`src/acm_defines.svh`:
```
// register map, field positions, reset values and widths of the converter control block
`ifndef ACM_DEFINES_SVH
`define ACM_DEFINES_SVH

// ------------------------------------------------------------
// register word indices; the byte address is four times the index
// ------------------------------------------------------------
`define ACM_OFS_TIMING     4'h0
`define ACM_OFS_MUX        4'h1
`define ACM_OFS_PINCFG     4'h2
`define ACM_OFS_SCANSEL    4'h3
`define ACM_OFS_MODE       4'h4
`define ACM_OFS_STATUS     4'h5
`define ACM_ADDR_LSB       2
`define ACM_ADDR_MSB       5

// ------------------------------------------------------------
// field positions and masks
// ------------------------------------------------------------
`define ACM_TIM_SRC_BIT    15
`define ACM_TIM_SAMC_MSB   12
`define ACM_TIM_SAMC_LSB   8
`define ACM_TIM_DIV_MSB    7
`define ACM_TIM_DIV_LSB    0
`define ACM_TIM_MASK       16'h9fff
`define ACM_MUX_NB_BIT     15
`define ACM_MUX_SB_MSB     12
`define ACM_MUX_SB_LSB     8
`define ACM_MUX_NA_BIT     7
`define ACM_MUX_SA_MSB     4
`define ACM_MUX_SA_LSB     0
`define ACM_MUX_MASK       16'h9f9f
`define ACM_MODE_ALT_BIT   0
`define ACM_MODE_SCAN_BIT  10
`define ACM_MODE_MASK      16'h0401
`define ACM_PIN_COUNT      13
`define ACM_REF_MSB        15
`define ACM_REF_LSB        13

// ------------------------------------------------------------
// reset values and misc constants
// ------------------------------------------------------------
`define ACM_RST_REG16      16'h0000
`define ACM_RST_WORD       32'h0000_0000
`define ACM_SCAN_WRAP      4'hf
`define ACM_HTRANS_NONSEQ  2'b10
`define ACM_HRESP_OKAY     1'b0

`endif

```
`src/acm_pkg.sv`:
```
// types shared by the converter control block
`default_nettype none
package acm_pkg;
    typedef enum logic [0:0] {
        ACM_SMP_IDLE,
        ACM_SMP_RUN
    } acm_smp_state_type;
    typedef logic [15:0] acm_reg16_type;
endpackage
`default_nettype wire

```
`src/acm_clk_div.sv`:
```
// conversion clock tick generator dividing the instruction clock by code plus one
`timescale 1ns/1ps
`default_nettype none
module acm_clk_div #(
    parameter int DIV_W = 8
) (
    input  wire logic             hclk,     // instruction clock
    input  wire logic             hresetn,  // async reset, active low
    input  wire logic [DIV_W-1:0] div_code, // divider code
    output logic                  tick      // one-cycle pulse per period
);
    logic [DIV_W-1:0] cnt_ff;
    logic [DIV_W-1:0] nxt_cnt;
    logic             tick_ff;
    wire              wrap = (cnt_ff >= div_code);

    // a code change takes effect in the current period; >= avoids a long stall when shrinking
    assign nxt_cnt = wrap ? '0 : cnt_ff + 1'b1;
    assign tick    = tick_ff;

    always_ff @(posedge hclk or negedge hresetn) begin
        if (!hresetn) begin
            cnt_ff  <= '0;
            tick_ff <= 1'b0;
        end else begin
            cnt_ff  <= nxt_cnt;
            tick_ff <= wrap;
        end
    end
endmodule
`default_nettype wire

```
`src/acm_scan_next.sv`:
```
// finds the next selected scan channel above the current one, wrapping to the lowest
`timescale 1ns/1ps
`default_nettype none
module acm_scan_next #(
    parameter int CH_N = 16
) (
    input  wire logic [CH_N-1:0]         sel_mask, // channels enabled for scan
    input  wire logic [$clog2(CH_N)-1:0] cur,      // channel just used
    output logic [$clog2(CH_N)-1:0]      nxt,      // next channel to use
    output logic                         any       // at least one channel selected
);
    localparam int IW = $clog2(CH_N);
    logic [CH_N-1:0] above;

    genvar g;
    generate
        for (g = 0; g < CH_N; g++) begin : g_above
            assign above[g] = sel_mask[g] && (g > int'(cur));
        end
    endgenerate

    assign any = |sel_mask;

    // downward loop so the lowest set bit wins
    always_comb begin
        nxt = cur;
        for (int i = CH_N - 1; i >= 0; i--) begin
            if (sel_mask[i]) begin
                nxt = IW'(i);
            end
        end
        if (|above) begin
            for (int i = CH_N - 1; i >= 0; i--) begin
                if (above[i]) begin
                    nxt = IW'(i);
                end
            end
        end
    end
endmodule
`default_nettype wire

```
`src/acm_top.sv`:
```
// converter clock, sample timing, input multiplexer and scan control behind an ahb-lite slave
//
// Summary of operation
// - clock source bit set picks internal rc clock, clear picks divided system clock
// - five-bit sample field gives auto-sample time in conversion clock periods, 0..31
// - conversion clock period is instruction period times divider code plus one
// - bank b negative bit set routes input one, clear routes negative reference
// - bank a negative bit works the same way as the bank b bit
// - positive select codes 0..12 route external analog inputs 0..12
// - codes 13,14,15 route regulator output, half band gap, full band gap
// - bank a positive select decodes exactly like bank b positive select
// - top three pin config bits disable band gap, half band gap, regulator channels
// - pin config bit one means digital with port read, zero means analog sampled
// - top three scan bits add band gap, half band gap, regulator to the scan
// - lower thirteen scan bits add matching external channels to the scan
// - with scan enabled, bank a positive input steps through selected scan channels
// - alternate mode uses bank a first, then alternates bank b and bank a
//
// Our own choices: the address map and the AHB-Lite slave port.
`timescale 1ns/1ps
`default_nettype none
`include "acm_defines.svh"
module acm_top
    import acm_pkg::*;
#(
    parameter int DIV_W  = 8,
    parameter int SAMC_W = 5,
    parameter int SEL_W  = 5
) (
    input  wire logic                     hclk,            // instruction clock, 10 MHz
    input  wire logic                     hresetn,         // async reset, active low
    input  wire logic                     hsel,            // slave select
    input  wire logic [31:0]              haddr,           // byte address
    input  wire logic [1:0]               htrans,          // transfer type
    input  wire logic                     hwrite,          // write when high
    input  wire logic [2:0]               hsize,           // transfer size, word only
    input  wire logic [31:0]              hwdata,          // write data
    input  wire logic                     hready,          // bus ready
    output logic                          hreadyout,       // slave ready
    output logic                          hresp,           // always okay
    output logic [31:0]                   hrdata,          // read data
    input  wire logic                     rc_osc,          // internal rc oscillator level
    input  wire logic                     sample_start,    // pulse, begin auto-sample
    output logic                          conv_clk_tick,   // pulse per conversion clock period
    output logic                          sampling,        // auto-sample in progress
    output logic                          sample_end,      // pulse, sampling time elapsed
    output logic [SEL_W-1:0]              pos_sel,         // positive input code
    output logic                          neg_sel_an1,     // negative input is input one
    output logic                          bank_b_active,   // current sample uses bank b
    output logic [`ACM_PIN_COUNT-1:0]     pin_digital,     // per pin digital mode, port read on
    output logic [2:0]                    ref_disable      // bandgap, half bandgap, regulator off
);
    // ------------------------------------------------------------
    // register storage
    // ------------------------------------------------------------
    acm_reg16_type      timing_ff;
    acm_reg16_type      mux_ff;
    acm_reg16_type      pincfg_ff;
    acm_reg16_type      scansel_ff;
    acm_reg16_type      mode_ff;
    logic               wr_pend_ff;
    logic [3:0]         wr_idx_ff;
    logic [31:0]        hrdata_ff;
    logic               hreadyout_ff;

    // ------------------------------------------------------------
    // bus decode
    // ------------------------------------------------------------
    wire         addr_take  = hsel && hready && (htrans == `ACM_HTRANS_NONSEQ);
    wire [3:0]   addr_idx   = haddr[`ACM_ADDR_MSB:`ACM_ADDR_LSB];
    wire         addr_hi_ok = (haddr[31:`ACM_ADDR_MSB+1] == '0);
    wire         rd_take    = addr_take && !hwrite;
    wire         wr_take    = addr_take && hwrite && addr_hi_ok;
    wire [15:0]  wdat       = hwdata[15:0];
    wire         wr_timing  = wr_pend_ff && (wr_idx_ff == `ACM_OFS_TIMING);
    wire         wr_mux     = wr_pend_ff && (wr_idx_ff == `ACM_OFS_MUX);
    wire         wr_pincfg  = wr_pend_ff && (wr_idx_ff == `ACM_OFS_PINCFG);
    wire         wr_scansel = wr_pend_ff && (wr_idx_ff == `ACM_OFS_SCANSEL);
    wire         wr_mode    = wr_pend_ff && (wr_idx_ff == `ACM_OFS_MODE);

    // ------------------------------------------------------------
    // field views
    // ------------------------------------------------------------
    wire              clk_src_rc  = timing_ff[`ACM_TIM_SRC_BIT];
    wire [SAMC_W-1:0] samc        = timing_ff[`ACM_TIM_SAMC_MSB:`ACM_TIM_SAMC_LSB];
    wire [DIV_W-1:0]  div_code    = timing_ff[`ACM_TIM_DIV_MSB:`ACM_TIM_DIV_LSB];
    wire              neg_b       = mux_ff[`ACM_MUX_NB_BIT];
    wire              neg_a       = mux_ff[`ACM_MUX_NA_BIT];
    wire [SEL_W-1:0]  pos_b       = mux_ff[`ACM_MUX_SB_MSB:`ACM_MUX_SB_LSB];
    wire [SEL_W-1:0]  pos_a       = mux_ff[`ACM_MUX_SA_MSB:`ACM_MUX_SA_LSB];
    wire              alt_en      = mode_ff[`ACM_MODE_ALT_BIT];
    wire              scan_en     = mode_ff[`ACM_MODE_SCAN_BIT];

    // ------------------------------------------------------------
    // conversion clock
    // ------------------------------------------------------------
    logic               div_tick;
    logic               rc_prev_ff;
    logic               tick_ff;
    wire                rc_tick  = rc_osc && !rc_prev_ff;
    wire                nxt_tick = clk_src_rc ? rc_tick : div_tick;

    acm_clk_div #(
        .DIV_W    (DIV_W)
    ) u_div (
        .hclk     (hclk),
        .hresetn  (hresetn),
        .div_code (div_code),
        .tick     (div_tick)
    );

    // ------------------------------------------------------------
    // sample timer and multiplexer sequence
    // ------------------------------------------------------------
    acm_smp_state_type  state_ff;
    acm_smp_state_type  nxt_state;
    logic [SAMC_W-1:0]  smp_cnt_ff;
    logic [SAMC_W-1:0]  nxt_smp_cnt;
    logic               smp_end_ff;
    logic               alt_b_ff;
    logic [3:0]         scan_ptr_ff;
    logic [3:0]         scan_nxt;
    logic               scan_any;
    logic [SEL_W-1:0]   pos_sel_ff;
    logic               neg_sel_ff;
    logic               bank_b_ff;

    wire                smp_done    = (state_ff == ACM_SMP_RUN) && (smp_cnt_ff == samc);
    wire                seq_restart = wr_mode || wr_scansel;
    wire                use_b       = alt_en && alt_b_ff;
    wire                scan_step   = smp_done && scan_en && !use_b && scan_any;
    wire [3:0]          scan_cur    = seq_restart ? `ACM_SCAN_WRAP : scan_ptr_ff;
    wire [SEL_W-1:0]    pos_a_eff   = scan_en ? SEL_W'(scan_ptr_ff) : pos_a;
    // one decode serves both banks, so channel mapping cannot drift between them
    wire [SEL_W-1:0]    nxt_pos_sel = use_b ? pos_b : pos_a_eff;
    wire                nxt_neg_sel = use_b ? neg_b : neg_a;
    wire                nxt_alt_b   = seq_restart ? 1'b0 : (smp_done && alt_en) ? !alt_b_ff : alt_b_ff;

    acm_scan_next #(
        .CH_N     (16)
    ) u_scan (
        .sel_mask (scansel_ff),
        .cur      (scan_cur),
        .nxt      (scan_nxt),
        .any      (scan_any)
    );

    always_comb begin
        nxt_state   = state_ff;
        nxt_smp_cnt = smp_cnt_ff;
        case (state_ff)
            ACM_SMP_IDLE: begin
                if (sample_start) begin
                    nxt_state   = ACM_SMP_RUN;
                    nxt_smp_cnt = '0;
                end
            end
            ACM_SMP_RUN: begin
                if (smp_done) begin
                    nxt_state = ACM_SMP_IDLE;
                end else if (tick_ff) begin
                    nxt_smp_cnt = smp_cnt_ff + 1'b1;
                end
            end
            default: begin
                nxt_state   = ACM_SMP_IDLE;
                nxt_smp_cnt = '0;
            end
        endcase
    end

    // ------------------------------------------------------------
    // read mux
    // ------------------------------------------------------------
    wire [15:0]  status_word = {8'h00, neg_sel_ff, (state_ff == ACM_SMP_RUN), bank_b_ff, pos_sel_ff};
    logic [15:0] rd_word;

    always_comb begin
        rd_word = `ACM_RST_REG16;
        if (addr_hi_ok) begin
            case (addr_idx)
                `ACM_OFS_TIMING:  rd_word = timing_ff;
                `ACM_OFS_MUX:     rd_word = mux_ff;
                `ACM_OFS_PINCFG:  rd_word = pincfg_ff;
                `ACM_OFS_SCANSEL: rd_word = scansel_ff;
                `ACM_OFS_MODE:    rd_word = mode_ff;
                `ACM_OFS_STATUS:  rd_word = status_word;
                default:          rd_word = `ACM_RST_REG16;
            endcase
        end
    end

    // ------------------------------------------------------------
    // bus and register flops
    // ------------------------------------------------------------
    always_ff @(posedge hclk or negedge hresetn) begin
        if (!hresetn) begin
            wr_pend_ff   <= 1'b0;
            wr_idx_ff    <= '0;
            hrdata_ff    <= `ACM_RST_WORD;
            hreadyout_ff <= 1'b0;
        end else begin
            hreadyout_ff <= 1'b1;
            wr_pend_ff   <= wr_take;
            if (addr_take) begin
                wr_idx_ff <= addr_idx;
            end
            if (rd_take) begin
                hrdata_ff <= {16'h0000, rd_word};
            end
        end
    end

    // reserved and unimplemented bits are masked so they always read zero
    always_ff @(posedge hclk or negedge hresetn) begin
        if (!hresetn) begin
            timing_ff  <= `ACM_RST_REG16;
            mux_ff     <= `ACM_RST_REG16;
            pincfg_ff  <= `ACM_RST_REG16;
            scansel_ff <= `ACM_RST_REG16;
            mode_ff    <= `ACM_RST_REG16;
        end else begin
            if (wr_timing) begin
                timing_ff <= wdat & `ACM_TIM_MASK;
            end
            if (wr_mux) begin
                mux_ff <= wdat & `ACM_MUX_MASK;
            end
            if (wr_pincfg) begin
                pincfg_ff <= wdat;
            end
            if (wr_scansel) begin
                scansel_ff <= wdat;
            end
            if (wr_mode) begin
                mode_ff <= wdat & `ACM_MODE_MASK;
            end
        end
    end

    // ------------------------------------------------------------
    // converter control flops
    // ------------------------------------------------------------
    always_ff @(posedge hclk or negedge hresetn) begin
        if (!hresetn) begin
            rc_prev_ff <= 1'b0;
            tick_ff    <= 1'b0;
            state_ff   <= ACM_SMP_IDLE;
            smp_cnt_ff <= '0;
            smp_end_ff <= 1'b0;
        end else begin
            rc_prev_ff <= rc_osc;
            tick_ff    <= nxt_tick;
            state_ff   <= nxt_state;
            smp_cnt_ff <= nxt_smp_cnt;
            smp_end_ff <= smp_done;
        end
    end

    // the sequence moves on at the end of each sample so the next sample sees the new input
    always_ff @(posedge hclk or negedge hresetn) begin
        if (!hresetn) begin
            alt_b_ff    <= 1'b0;
            scan_ptr_ff <= '0;
            pos_sel_ff  <= '0;
            neg_sel_ff  <= 1'b0;
            bank_b_ff   <= 1'b0;
        end else begin
            alt_b_ff   <= nxt_alt_b;
            pos_sel_ff <= nxt_pos_sel;
            neg_sel_ff <= nxt_neg_sel;
            bank_b_ff  <= use_b;
            // with no channel selected the pointer holds, it must not jump to the wrap code
            if ((seq_restart && scan_any) || scan_step) begin
                scan_ptr_ff <= scan_nxt;
            end
        end
    end

    // ------------------------------------------------------------
    // outputs
    // ------------------------------------------------------------
    assign hreadyout     = hreadyout_ff;
    assign hresp         = `ACM_HRESP_OKAY;
    assign hrdata        = hrdata_ff;
    assign conv_clk_tick = tick_ff;
    assign sampling      = (state_ff == ACM_SMP_RUN);
    assign sample_end    = smp_end_ff;
    assign pos_sel       = pos_sel_ff;
    assign neg_sel_an1   = neg_sel_ff;
    assign bank_b_active = bank_b_ff;
    assign pin_digital   = pincfg_ff[`ACM_PIN_COUNT-1:0];
    assign ref_disable   = pincfg_ff[`ACM_REF_MSB:`ACM_REF_LSB];

endmodule
`default_nettype wire

```
`config.mk`:
```
export PLATFORM = sky130hd
export DESIGN_NAME = acm_top
export DESIGN_NICKNAME = d
export VERILOG_FILES = /design/src/acm_pkg.sv /design/src/acm_clk_div.sv /design/src/acm_scan_next.sv /design/src/acm_top.sv
export VERILOG_INCLUDE_DIRS = /design/src
export SDC_FILE = /design/constraint.sdc
export NUM_CORES = 1
export LEC_CHECK = 0
export ABC_CLOCK_PERIOD_IN_PS = 2800
export BUFFER_PORTS_ARGS = -buffer_cell sky130_fd_sc_hd__buf_2
export CAP_MARGIN = 10
export CORE_UTILIZATION = 38
export CTS_BUF_LIST = sky130_fd_sc_hd__clkbuf_4
export CTS_CLUSTER_DIAMETER = 60
export DETAILED_ROUTE_END_ITERATION = 8
export GPL_TIMING_DRIVEN = 0
export SLEW_MARGIN = 20
export SYNTH_ARGS = -nofsm -noshare
export SYNTH_HDL_FRONTEND = slang
export SYNTH_HIERARCHICAL = 1
export SYNTH_SLANG_ARGS = --single-unit
export TNS_END_PERCENT = 1
```
`constraint.sdc`:
```
create_clock -name hclk -period 2.8 [get_ports hclk]
set_clock_uncertainty 0.05 [all_clocks]
set_input_delay 0.28 -clock hclk [delete_from_list [all_inputs] [get_ports hclk]]
set_output_delay 0.28 -clock hclk [all_outputs]
set_load 0.02 [all_outputs]
```
**Word-level counts from Yosys, hierarchy flattened**

Index checks and enable logic that the tools add are counted.

- Flip-flop bits (word level): 112
- Input port bits: 76
- Output and inout bits: 60

- Bitwise operators: 1
- Muxes and demuxes: 49
- Add/sub/neg operators: 2
- Reductions and logical operators: 46
- Equality and inequality tests: 14
- Order comparisons: 16

Operator list:

| operator | count |
|---|---|
| 4-bit 2-to-1 mux | 33 |
| 16-bit case mux with 6 select lines | 1 |
| 1-bit logical AND | 33 |
| 4-bit greater-than comparator (first input constant) | 8 |
| 26-bit zero test | 1 |
| 5-bit 2-to-1 mux | 5 |
| 4-bit by 2-bit == test with 1-bit output (second input constant) | 4 |
| 3-bit by 4-bit greater-than comparator with 1-bit output (first input constant) | 4 |
| 16-bit 2-to-1 mux | 1 |
| 16-bit OR reduction | 1 |
| 15-bit OR reduction | 1 |
| 4-bit by 3-bit == test with 1-bit output (second input constant) | 3 |
| 5-bit case mux with 2 select lines | 1 |
| 8-bit by 1-bit adder with 8-bit output (second input constant) | 1 |
| 4-bit by 1-bit == test with 1-bit output (second input constant) | 2 |
| 8-bit greater-or-equal comparator | 1 |
| 2-bit by 4-bit greater-than comparator with 1-bit output (first input constant) | 2 |
| 4-bit zero test | 2 |
| 8-bit 2-to-1 mux | 1 |
| 1-bit 2-to-1 mux | 6 |
| 2-bit != test (second input constant) | 3 |
| 5-bit by 1-bit adder with 5-bit output (second input constant) | 1 |
| 5-bit == test | 1 |
| 1-bit by 4-bit greater-than comparator with 1-bit output (first input constant) | 1 |
| other kinds (7) | 11 |

**Longest topological paths before layout**

- Depth in word-level cells: 36
- Gate-level depth with buffers: 12
- Mapped depth without buffers: 10

**Cells and area by module**

Netlist, hierarchy kept.

Modules (own cells, without submodules):

| module | instances | cells an instance | area an instance (sq um) |
|---|---|---|---|
| acm_top | 1 | 418 | 4,981.0 |
| acm_scan_next | 1 | 115 | 726.9 |
| acm_clk_div | 1 | 55 | 580.6 |

**Worst setup path before layout**

OpenSTA, ideal clock, no wires.

- Kind: flip-flop to flip-flop
- Start point: register wr_idx_ff[1]
- End point: register scan_ptr_ff[2]
- Stages on the path, launching flop included: 11
- Library setup time: 0.125 ns
- Clock period less this slack: 2.547 ns
- Setup slack: 0.253 ns
- Arrival: 2.372 ns
- Cell sequence: dfrtp_1 -> clkbuf_1 -> and3b_1 -> o21a_1 -> or2_2 -> buf_4 -> nor3_1 -> o22ai_2 -> and3_1 -> o32a_1 -> mux2_2

RTL lines:

| item | RTL line | source |
|---|---|---|
| start, declared | acm_top.sv:62 | `logic [3:0] wr_idx_ff;` |
| start signal, assigned | acm_top.sv:206 | `wr_idx_ff <= addr_idx;` |
| 4-bit by 3-bit == test with 1-bit output (no line) or 4-bit by 2-bit == test with 1-bit output (tied branches) | n/a |  |
| 1-bit logical AND (on tied branches) | acm_top.sv:79, acm_top.sv:78 |  |
| 1-bit logical OR (*) | acm_top.sv:129 | `wire seq_restart = wr_mode \|\| wr_scansel;` |
| 4-bit 2-to-1 mux (*) | acm_top.sv:132 | `` wire [3:0] scan_cur = seq_restart ? `ACM_SCAN_WRAP : scan_ptr_ff; `` |
| net scan_cur[1] | acm_top.sv:132 |  |
| 4-bit greater-than comparator | acm_scan_next.sv:18 | `assign above[g] = sel_mask[g] && (g > int'(cur));` |
| 1-bit logical AND | acm_scan_next.sv:18 |  |
| 4-bit 2-to-1 mux (15 in series) | acm_scan_next.sv:34 | `if (above[i]) begin` |
| 4-bit 2-to-1 mux (*) | acm_scan_next.sv:32 | `if (\|above) begin` |
| net scan_nxt[2] | acm_top.sv:122 | `logic [3:0] scan_nxt;` |
| end signal, assigned | acm_top.sv:275 | `scan_ptr_ff <= scan_nxt;` |
| end, declared | acm_top.sv:121 | `logic [3:0] scan_ptr_ff;` |

Mark *: on every way through the listed nets, which the timed path passes. The rest lies on a longest branch.
A chain may end at the register's enable or synchronous reset.

**Worst setup path after layout**

- Start point: register wr_idx_ff[1]
- End point: register scan_ptr_ff[0]

- Cells in the longest elaborated chain, start to end: 36

RTL lines:

| item | RTL line | source |
|---|---|---|
| 4-bit by 3-bit == test with 1-bit output (no line) or 4-bit by 2-bit == test with 1-bit output (tied branches) | n/a |  |
| 1-bit logical AND (on tied branches) | acm_top.sv:79, acm_top.sv:78 |  |
| 1-bit logical OR (*) | acm_top.sv:129 |  |
| 4-bit 2-to-1 mux (*) | acm_top.sv:132 |  |
| net scan_cur[0] | acm_top.sv:132 |  |
| 4-bit 2-to-1 mux (16 in series) | acm_scan_next.sv:28 | `if (sel_mask[i]) begin` |
| 4-bit 2-to-1 mux (15 in series) | acm_scan_next.sv:34 |  |
| 4-bit 2-to-1 mux (*) | acm_scan_next.sv:32 |  |
| net scan_nxt[0] | acm_top.sv:122 |  |

Marks and branches as above.

==> results.txt <==
diodes inserted = 0
Sw Ratio = 0.364
commonest non-fill, non-tap cell in the layout = dfrtp_1
combinational share of power = 0.334
DP HPWL = 13300 um
VDD IR-drop max = 0.421 mV
# rows = 46
antenna violations before repair = 0
critical path capture point type = register
Post-DRT Antenna Nets = 0
height of the die = 131 um
Cell Area, Synth = 6290 um^2
Yosys cell types = 78
CTS tree = yes
vias in the first global route = 4844
CTS clk-pin slew, worst paths = 0.16 ns
GRT Residual Overflow = 0
# Max-Cap Violations = 0
number of synthesized register bits = 112
Power Dens Cells = 552 nW/um^2
Clock Root Buffer = clkbuf_4
Slew headroom = 0.478
vias = 5020
DRT Wirelength = 17400 um
die width = 131 um
Final Wtd Congestion = 0.873
first-pass GRT wire length = 26900 um
Final WS setup = 0.0897 ns
CTS Buffer Depth = 2
Fin. Hold Viols = 0
Num CTS Buffers = 9
EDFF count, synth = 0
Layout area overhead = 17.1%
Non-Filler Instances = 942
Worst setup SP type = register
I/O Pins = 136
post-layout util = 0.460
worst path arrival time = 3.06 ns
drt drc = 0
most frequent cells in the layout = dfrtp_1 (110), buf_2 (99), mux2_2 (70), nand2_1 (48), nor2_1 (35)
Tightest Pin Transition = 0.777 ns
vias per cell = 5.33
Ys Warns = 6
Design Power = 4.07 mW
Layout Nets = 810
Slew Viols, Final = 0
clock sink total = 112
Post-Syn Instances = 588
sequential cell area fraction in the yosys report = 0.446
Crit Path Max Fanout = 10
gr usage total = 0.212
Final setup viols = 0
asr flop ratio synth = 1.00
Clk Latency, worst-skew pair = 0.49 ns
final worst path period need = 2.71 ns
post-place setup slack = -0.105 ns
H-tree levels = 3
run status = complete, no violations
leakage = 3.47 nW
Final period util = 0.968
Pre-antenna DRT Iters = 5
RSZ-0062 raised after global routing = yes
largest net degree at the start of global routing = 77
layout cells sized above 1 = 0.344
full die area = 17100 um^2
Starting Density = 0.393
cell-internal power = 2.59 mW
ys flop type = dfrtp_1
Hold/Removal Path Class = in2reg
DP Cell Count = 917
routed len/inst = 18.4 um
Net Sw Power = 1.48 mW
Reg power frac = 0.496
Worst EP required = 3.15 ns
core outline area = 16000 um^2
critical path type = reg2reg
I/O Buffers = 96
First DRT Iteration DRCs = 307
Clock power frac = 0.170
mean area per synthesized cell = 10.7 um^2
f_max = 369 MHz
[cell usage after synthesis, types with 4 or more instances]
master,instances,area [um^2]
nand2_1,48,180
o21ai_1,4,20.0
inv_1,23,86.3
buf_4,19,143
mux2_2,70,788
xor2_1,4,35.0
clkbuf_1,11,41.3
nor4_1,7,43.8
or2_2,5,31.3
nor2b_1,5,31.3
o211ai_1,4,30.0
a21oi_1,29,145
buf_2,5,25.0
a31oi_1,4,25.0
nand3b_1,7,52.6
xnor2_1,7,61.3
o21ai_0,13,65.1
nor3b_1,4,30.0
nor2_1,36,135
ha_1,10,125
o31ai_2,5,62.6
and3_1,10,62.6
nand4_1,4,25.0
buf_6,5,56.3
nand3_1,12,60.1
nor3_1,5,25.0
o22ai_1,15,93.8
dfrtp_1,112,2800
o31ai_1,7,52.6
mux2i_1,30,300
[flip-flops by register name, indices dropped and copies added, names as in the netlist, 2 cells and up]
name and flops:
scansel_ff 16, timing_ff 14, hrdata 16, smp_cnt_ff 5, pincfg_ff 16, wr_idx_ff 4
scan_ptr_ff 4, mode_ff 2, u_div/cnt_ff 8, pos_sel 5, mux_ff 12
[worst paths after layout]
path,depth (start not counted),slack (ns),from,endpoint
max in group asynchronous,3,1.80,hresetn,scansel_ff[12]
min reg2reg,1,0.43,u_div/cnt_ff[0],u_div/cnt_ff[0]
min,2,0.04,hwdata[5],scansel_ff[5]
min in group asynchronous,2,0.20,hresetn,hrdata[8]
max reg2reg,11,0.09,wr_idx_ff[1],scan_ptr_ff[0]
max,11,0.09,wr_idx_ff[1],scan_ptr_ff[0]
[power by group through the flow]
stage                     sequential, mW  combinational (mW)  clock [mW]
after detailed placement            2.04                1.29           0
after CTS                           2.01                1.31       0.731
after global placement              2.03                1.26           0
after floorplan                     2.03               0.889           0
final                               2.02                1.36       0.693
after global routing                2.04                1.49       0.783
[layout make-up]
class	instances	area, um^2
clock inverters	2	10.0
multi-input cells	423	3160
well taps	216	270
clock buffers	11	82.6
inverters	23	86.3
flip-flops and latches	112	2810
fillers	1566	8630
plain buffers	45	318
repair buffers	110	632
[layer usage]
layer / global-route usage / part of all wire / vias up
li1: - / - / 2384
met1: 0.289 / 0.47 / 2475
met2: 0.351 / 0.48 / 137
met3: 0.0334 / 0.037 / 24
met4: 0.0575 / 0.016 / 0
met5: 0 / 0 / -
[kinds of logic after synthesis]
group	Yosys count	synth area share
DFF	112	0.446
AOI/OAI and AO/OA	120	0.138
adders and majority gates	10	0.0199
buffers and inverters	69	0.0639
xor gates and xnor gates	11	0.0153
and+or+nand+nor	163	0.140
muxes	101	0.177
other	2	0.00119
[what timing repair did]
| action | 4_1_cts | 5_1_grt |
|---|---|---|
| setup buffers | 0 | 5 |
| hold buffers | 8 | 0 |
| gates resized for setup | 3 | 5 |
| endpoints found under the setup margin | 3 | 3 |
| gates cloned | 0 | 0 |
| hold endpoints to repair | 48 | 0 |
| pin swaps | 1 | 2 |
[through the flow]
step | cell area (um^2) | setup TNS, ns | hold WS (ns)
final | 7370 | 0 | 0.0379
after global routing | 7370 | -0.0444 | 0.0117
after CTS | 7310 | 0 | 0.000814
after detailed placement | 7130 | -0.220 | 0.154
after global placement | 7100 | -0.261 | 0.362
after floorplan | 6350 | 0 | -0.0656
[worst max-delay path, cell delays in order (launching register included)]
cell and delay, ns:
dfrtp_2 0.46, and3b_1 0.20, o21a_1 0.24, or2_2 0.33, buf_6 0.17, o21bai_1 0.15
a21oi_1 0.09, o31ai_2 0.27, nand3b_1 0.11, a31oi_1 0.17, o22ai_1 0.11, mux2_2 0.27
(Power assumes the default switching activity.)
